## config.mk

```make
export PLATFORM = sky130hd
export DESIGN_NAME = kpi_top
export DESIGN_NICKNAME = d
export VERILOG_FILES = /design/src/kpi_pkg.sv /design/src/kpi_sync.sv /design/src/kpi_top.sv
export SDC_FILE = /design/constraint.sdc
export NUM_CORES = 1
export LEC_CHECK = 0
export ABC_AREA = 1
export BUFFER_PORTS_ARGS = -buffer_cell sky130_fd_sc_hd__clkbuf_2
export CAP_MARGIN = 10
export CORE_ASPECT_RATIO = 1.2
export CORE_MARGIN = 2
export CORE_UTILIZATION = 45
export CTS_BUF_LIST = sky130_fd_sc_hd__clkbuf_4
export DETAILED_ROUTE_END_ITERATION = 6
export PLACE_DENSITY = 0.78
export SYNTH_ARGS = -nofsm -noshare
export SYNTH_HDL_FRONTEND = slang
export SYNTH_SLANG_ARGS = --single-unit
```

## constraint.sdc

```tcl
create_clock -name sys_clk -period 3.44 [get_ports sys_clk]
set_clock_uncertainty 0.1 [all_clocks]
set_input_delay 0.172 -clock sys_clk [delete_from_list [all_inputs] [get_ports sys_clk]]
set_output_delay 0.172 -clock sys_clk [all_outputs]
set_load 0.03 [all_outputs]
```

## src/kpi_pkg.sv

```systemverilog
/*
 * Package for the keypad pin interrupt: register indices, field
 * positions, reset values and shared carrier types.
 * Assumes an 8-bit register port with one-cycle read latency.
 */
package kpi_pkg;

    // ****************************************************
    // Register map
    // ****************************************************
    localparam logic [1:0] KPI_ADDR_STATUS_CONTROL = 2'h0;
    localparam logic [1:0] KPI_ADDR_PIN_ENABLE     = 2'h1;
    localparam logic [1:0] KPI_ADDR_EDGE_SELECT    = 2'h2;

    // ****************************************************
    // Fields of key_status_control
    // ****************************************************
    localparam int KPI_BIT_MODE  = 0;
    localparam int KPI_BIT_IRQEN = 1;
    localparam int KPI_BIT_ACK   = 2;
    localparam int KPI_BIT_FLAG  = 3;

    localparam int         KPI_NPINS     = 8;
    localparam int         KPI_NIMPL     = 4;
    localparam logic [7:0] KPI_IMPL_MASK = 8'h0f;
    localparam logic [7:0] KPI_RST_BYTE  = 8'h00;
    localparam logic [7:0] KPI_ZERO_BYTE = 8'h00;

    // ****************************************************
    // Carrier types
    // ****************************************************
    typedef struct packed {
        logic [1:0] addr;
        logic [7:0] wdata;
        logic       wr;
        logic       rd;
    } kpi_bus_s;

    typedef struct packed {
        logic [7:0] pin_en;
        logic [7:0] pol;
        logic       irq_en;
        logic       mode;
        logic       flag;
        logic       armed;
        logic [7:0] rdata;
        logic       irq;
    } kpi_state_s;

endpackage : kpi_pkg

```

## src/kpi_sync.sv

```systemverilog
/*
 * Two-flop synchroniser for the keypad pins.
 * Assumes inputs are asynchronous to sys_clk.
 */
`timescale 1ns/1ps
`default_nettype none
module kpi_sync
    import kpi_pkg::*;
#(
    parameter int W = 8
)
(
    // Clock and reset
    input  wire logic         sys_clk,
    input  wire logic         arst_n,
    // Data
    input  wire logic [W-1:0] async_in,
    output logic      [W-1:0] sync_out
);

    logic [W-1:0] meta_q;

    // ****************************************************
    // Two stages, first read only by second
    // ****************************************************
    always_ff @(posedge sys_clk or negedge arst_n)
    begin
        if (!arst_n)
        begin
            meta_q   <= '0;
            sync_out <= '0;
        end
        else
        begin
            meta_q   <= async_in;
            sync_out <= meta_q;
        end
    end

endmodule : kpi_sync
`default_nettype wire

```

## src/kpi_top.sv

```systemverilog
/*
 * Keypad pin interrupt controller: three 8-bit registers, edge or
 * edge-and-level detection for all pins, detect flag and CPU request.
 * Assumes a single sys_clk domain, an 8-bit register port with read
 * data one cycle after the read strobe, and pins from outside.
 */
// Design decisions made here: strobed register access and the register addresses.
// Summary of operation
// - Status register bits 7:4 always read zero.
// - Bit 3 is the read-only detect flag; writes leave it unchanged.
// - Bit 2 acknowledge clears the flag when written 1; reads zero.
// - Bit 1 gates the flag onto the CPU interrupt request.
// - Bit 0 selects edge-only or edge-and-level detection for all pins.
// - A pin whose enable bit is zero is ignored.
// - Polarity bit 0 means falling/low, 1 means rising/high.
// - Up to eight pins, each enabled by its own bit.
// - Falling edge: sampled one then zero on consecutive cycles.
// - Rising edge: sampled zero then one on consecutive cycles.
// - New edge needs all enabled inputs deasserted first, and after each.
// - Edge-only mode: valid edge sets flag; request if enabled.
// - Edge-and-level mode: edge or asserted level sets flag.
// - Level mode acknowledge clears only if all enabled inputs deasserted.
// - Polarity bit picks pull direction: zero pullup, one pulldown.
// - Only four pins exist; upper positions have nothing behind them.
// - Light stop: detection must still wake the processor; wake_req here follows the request, so only with bit 1 set.
// - Deep stop: unit is held in reset until wake.
`timescale 1ns/1ps
`default_nettype none
module kpi_top
    import kpi_pkg::*;
(
    // Clock and reset
    input  wire logic                 sys_clk,
    input  wire logic                 arst_n,
    // Register port
    input  wire logic [1:0]           reg_addr,
    input  wire logic [7:0]           reg_wdata,
    input  wire logic                 reg_wr,
    input  wire logic                 reg_rd,
    output logic      [7:0]           reg_rdata,
    // Pins
    input  wire logic [KPI_NIMPL-1:0] keypad_input_pin,
    // Pull control towards the pads
    input  wire logic [KPI_NIMPL-1:0] port_pull_enable,
    output logic      [KPI_NIMPL-1:0] pull_up_en,
    output logic      [KPI_NIMPL-1:0] pull_down_en,
    // Interrupt request and stop-mode wake
    output logic                      irq_req,
    output logic                      wake_req
);

    kpi_state_s       st_q;
    kpi_state_s       st_d;
    kpi_bus_s         bus;
    logic [7:0]       pin_s;
    logic [7:0]       pin_prev_q;
    logic [7:0]       pull_d;
    logic [7:0]       act_now;
    logic [7:0]       act_prev;
    logic             any_edge;
    logic             any_level;
    logic             set_flag;
    logic             ack;
    logic [KPI_NIMPL-1:0] raw_pins;
    logic [KPI_NIMPL-1:0] sync_pins;

    assign bus.addr  = reg_addr;
    assign bus.wdata = reg_wdata;
    assign bus.wr    = reg_wr;
    assign bus.rd    = reg_rd;
    assign raw_pins  = keypad_input_pin;

    // ****************************************************
    // Pin synchroniser
    // ****************************************************
    kpi_sync #(.W(KPI_NIMPL)) u_sync
    (
        .sys_clk  (sys_clk),
        .arst_n   (arst_n),
        .async_in (raw_pins),
        .sync_out (sync_pins)
    );

    assign pin_s = {{(KPI_NPINS-KPI_NIMPL){1'b0}}, sync_pins};

    // disabled pins masked out
    // Asserted when the pin equals its polarity bit; unbuilt positions masked
    assign act_now  = ~(pin_s ^ st_q.pol) & st_q.pin_en & KPI_IMPL_MASK;
    assign act_prev = ~(pin_prev_q ^ st_q.pol) & st_q.pin_en & KPI_IMPL_MASK;

    assign any_edge  = |(act_now & ~act_prev);
    assign any_level = |act_now;
    assign ack = bus.wr && bus.addr == KPI_ADDR_STATUS_CONTROL
                 && bus.wdata[KPI_BIT_ACK];

    assign set_flag = (any_edge && st_q.armed)
                      || (st_q.mode && any_level);

    // ****************************************************
    // Next-state logic
    // ****************************************************
    always_comb
    begin
        st_d = st_q;
        // rearm once all enabled inputs idle
        if (!any_level)
            st_d.armed = 1'b1;
        else if (set_flag)
            st_d.armed = 1'b0;
        if (bus.wr)
        begin
            case (bus.addr)
                KPI_ADDR_STATUS_CONTROL:
                begin
                    st_d.irq_en = bus.wdata[KPI_BIT_IRQEN];
                    st_d.mode   = bus.wdata[KPI_BIT_MODE];
                end
                KPI_ADDR_PIN_ENABLE:  st_d.pin_en = bus.wdata;
                KPI_ADDR_EDGE_SELECT: st_d.pol    = bus.wdata;
                default: ;
            endcase
        end
        // ack clears; level mode keeps flag while asserted
        if (ack && !(st_q.mode && any_level))
            st_d.flag = 1'b0;
        // Set wins over a same-cycle acknowledge
        if (set_flag)
            st_d.flag = 1'b1;
        st_d.rdata = KPI_ZERO_BYTE;
        if (bus.rd)
        begin
            case (bus.addr)
                // upper nibble and ack bit read zero
                KPI_ADDR_STATUS_CONTROL:
                begin
                    st_d.rdata[KPI_BIT_FLAG]  = st_q.flag;
                    st_d.rdata[KPI_BIT_IRQEN] = st_q.irq_en;
                    st_d.rdata[KPI_BIT_MODE]  = st_q.mode;
                end
                KPI_ADDR_PIN_ENABLE:  st_d.rdata = st_q.pin_en;
                KPI_ADDR_EDGE_SELECT: st_d.rdata = st_q.pol;
                default:              st_d.rdata = KPI_ZERO_BYTE;
            endcase
        end
        st_d.irq = st_d.flag && st_d.irq_en;
    end

    assign pull_d = {{(KPI_NPINS-KPI_NIMPL){1'b0}}, port_pull_enable}
                    & st_q.pin_en;

    // ****************************************************
    // State registers
    // ****************************************************
    // everything resets to zero; deep stop holds arst_n
    always_ff @(posedge sys_clk or negedge arst_n)
    begin
        if (!arst_n)
        begin
            st_q       <= '0;
            pin_prev_q <= KPI_RST_BYTE;
            pull_up_en <= '0;
            pull_down_en <= '0;
            wake_req   <= 1'b0;
        end
        else
        begin
            st_q       <= st_d;
            pin_prev_q <= pin_s;
            pull_up_en   <= pull_d[KPI_NIMPL-1:0] & ~st_q.pol[KPI_NIMPL-1:0];
            pull_down_en <= pull_d[KPI_NIMPL-1:0] & st_q.pol[KPI_NIMPL-1:0];
            // wake whenever a request would be raised
            wake_req   <= st_d.irq;
        end
    end

    assign reg_rdata = st_q.rdata;
    assign irq_req   = st_q.irq;
endmodule : kpi_top
`default_nettype wire

```

==> summary.md <==
| Metric | Value |
|---|---|
| Seq cells post-synth | 49 |
| Initial core utilization | between 40% and 50% |
| CTS Root Cell | clkbuf_4 |
| Simple logic cell fraction of the synthesized area | between 15 and 20% |
| Ys async rst share | 100.0% |
| Post-Syn Nets | about 230 |
| Clk sinks | 49 |
| P per Cell Area | between 400 and 500 nW/um2 |
| Diode count | 0 |
| GRT Total Usage | 17.00% |
| Starting DRT DRC Count | 59 |
| Internal | between 0.8 and 0.9 mW |
| Antenna violations before repair | 0 |
| Top-area cell type share of the netlist area | between 60% and 70% |
| YS warnings | 0 |
| Top cell by count, worst path | nand2_1 |
| Sequential power share | roughly 60% |
| Per-cell routed wire length | about 12 um |
| Final setup violation count | 0 |
| Area leader, netlist | dfrtp_1 |
| Clk_lat worst skew | around 360 ps |
| Gate power share | about a fifth |
| Slew Limit Fails | 0 |
| Compound-Gate Fraction of Synth Area | under 10% |
| Via Count | ~1400 |
| Outcome | finished, final reports clean |
| Via-to-Cell Ratio | between 4 and 5 |
| CTS tree | built |
| Die ar. | slightly below 5000 um2 |
| Mapped Area | 1971 um2 |
| First-pass GRT wire length | 6.272 mm |
| Final Wtd Congestion | approximately 0.74 |
| Clock transition at the registers of the reported paths | 130 ps |
| Site Rows | 26 |
| Critical path's slowest cell | dfrtp_1 |
| Area growth, synth to finish | 21.02% |
| Largest net degree at the start of global routing | 31 |
| Critical Path, Cell by Cell | inv_2, nand2_1, nand3_1, nor2_1, nor2_1, nand2_1, nand2_2, nand3_2, nand2_1, inv_1 |
| Area contributors post-synth | dfrtp_1 62%, nand2_1 9.5%, inv_1 5.5%, o21ai_1 4.6%, buf_4 3.4% |
| FMAX | 683.9 MHz |
| Number of synthesized flops with an enable pin | 0 |
| Synth top cells by count | 50 x nand2_1, 49 x dfrtp_1, 29 x inv_1 |
| CP Class | flop to flop |
| Post-synth top flop | dfrtp_1 |
| Power Total | roughly 1.2 mW |
| Core area | roughly 4200 um2 |
| Sw frac | a little under a third |
| Chip height | roughly 76 um |
| Endpoints failing hold | 0 |
| Die width | 64.41 um |
| CP Capture Type | flop |
| CTS H-tree lvls | 2 |
| Crit start category | flop |
| Leak pwr | roughly 1.3 nW |
| Layout cells sized above 1 | a little over a fifth |
| Max Cap Viol | 0 |
| Inserted Clock Buffers | 5 |
| Multiplexer share of the synthesized area | 0% |
| Final Instance Count excl. Fillers | between 300 and 400 |
| Worst slew pin tran | 517.0 ps |
| Min-Delay Path Depth | 5 |
| CP Data Arrival Time | 1640 ps |
| Peak supply drop | about 250 uV |
| Bufs on Longest Clock Path | 2 |
| Vias in the first global route | 1457 |
| Util after Layout | 56.39% |
| Most frequent cell after synthesis | nand2_1 |
| Largest family of logic cells by synthesized area | simple AND/OR/NAND/NOR gates |
| Min cycle time layout | about 1500 ps |
| RSZ-0062 raised after global routing | false |
| Synth Area in Adders | between 2 and 3% |
| Max_slew headroom | between 60% and 70% |
| Setup TNS Final | 0 ps |
| Final #Nets | between 200 and 300 |
| Final period util | between 40% and 50% |
| Worst-case reg-to-reg path depth | 10 |
| Final WL | 3.670 mm |
| TritonRoute pass-1 iters | 4 |
| Syn Inst Count | around 200 |
| Post-CTS sizing | 0 |
| Hold/Removal Path Class | primary input to flop |
| Clock power share | a little over a fifth |
| Post CTS Setup Buffer Count | 0 |
| Synth unique cells | 19 |
| CP peak stage delay | 480 ps |
| Placed cells | 286 |
| Post-route ant nets | 0 |
| Sequential area share after synthesis | ~62% |
| PortBufs | 39 |
| Critical Path RT | ~3600 ps |
| Max FO, Critical Path | 5 |
| Avg Inst Size Synth | a little under 10 um2 |
| DP HPWL | around 2.6 mm |
| Number of remaining DRC errors | 0 |
| XOR/XNOR Fraction of Synth Area | 1.778% |
| IO Count | 40 |
| WHS | around 25 ps |
| Sw Pwr | about 0.36 mW |
| GR Overflow Total | 0 |
==> layout by cell type, fill, tap and decap left out, types with 5 or more instances in the layout <==
cell,instances
clkbuf_4,6
a21oi_1,5
nor2_1,5
dlygate4sd3_1,17
dfrtp_1,49
inv_1,29
nand2_1,50
nor3_1,8
o21ai_1,18
clkbuf_2,39
==> power groups by stage <==
stage / clock network [mW] / registers [mW] / logic (mW)
2_1_floorplan: 0 / 0.704 / 0.138
3_3_place_gp: 0 / 0.693 / 0.205
5_1_grt: 0.279 / 0.694 / 0.258
6_report: 0.250 / 0.686 / 0.227
3_5_place_dp: 0 / 0.697 / 0.213
4_1_cts: 0.255 / 0.685 / 0.228
==> routing by layer <==
layer / up-vias / track usage [%] / part of all wire (%)
met2: 44 / 27.29 / 49
met3: 10 / 4.136 / 4.9
met5: - / 0 / 0
met4: 0 / 9.787 / 3.4
met1: 657 / 20.67 / 43
li1: 722 / - / -
==> sequential cells by signal, summed over array words and instances (netlist names) <==
| name | flops |
|---|---|
| irq_req | 1 |
| pin_prev_q | 4 |
| pull_down_en | 4 |
| pull_up_en | 4 |
| reg_rdata | 8 |
| st_q | 20 |
| u_sync.meta_q | 4 |
| u_sync.sync_out | 4 |
==> stage by stage <==
stage	cell area [um2]	setup slack, ps
after floorplan	1971	2218
after global placement	2166	1917
after detailed placement	2166	1880
after CTS	2385	2015
after global routing	2385	1884
final	2385	1978
==> logic make-up (layout without fill, tap and decap cells) <==
logic type,after synthesis,count (layout)
XOR/XNOR,4,4
flip-flops,49,49
AND/OR/NAND/NOR,73,73
AO/OA/AOI/OAI,27,27
buffers and inverters,44,97
adder cells (fa/ha/maj),4,4
==> repair_timing <==
item	CTS	global route
endpoints found under the hold margin	47	0
hold buffers	17	0
endpoints found under the setup margin	0	0
==> worst max-delay path, delay by kind of cell (launching register included) <==
kind,cells,cell delay [ps]
buf+inv,2,140
simple gates,8,670
flops,1,480
==> cell type report <==
class	instances	area, um2
clock buffers	6	45.04
clock inverters	1	3.754
fillers	401	1844
inverters	33	123.9
multi-input cells	108	543.0
flip-flops and latches	49	1226
well taps	56	70.07
repair buffers	57	372.9
==> path summary, 6_finish.rpt <==
| kind | startpoint | endpoint | slack (ps) |
|---|---|---|---|
| max reg2reg | st_q[14] | irq_req | 1980 |
| min | reg_rd | reg_rdata[0] | 30 |
| min in group asynchronous | arst_n | irq_req | 180 |
| max | st_q[14] | irq_req | 1980 |
| min reg2reg | u_sync.meta_q[0] | u_sync.sync_out[0] | 250 |
| max in group asynchronous | arst_n | st_q[26] | 2300 |
No activity file was read; power rests on OpenSTA's default activity.
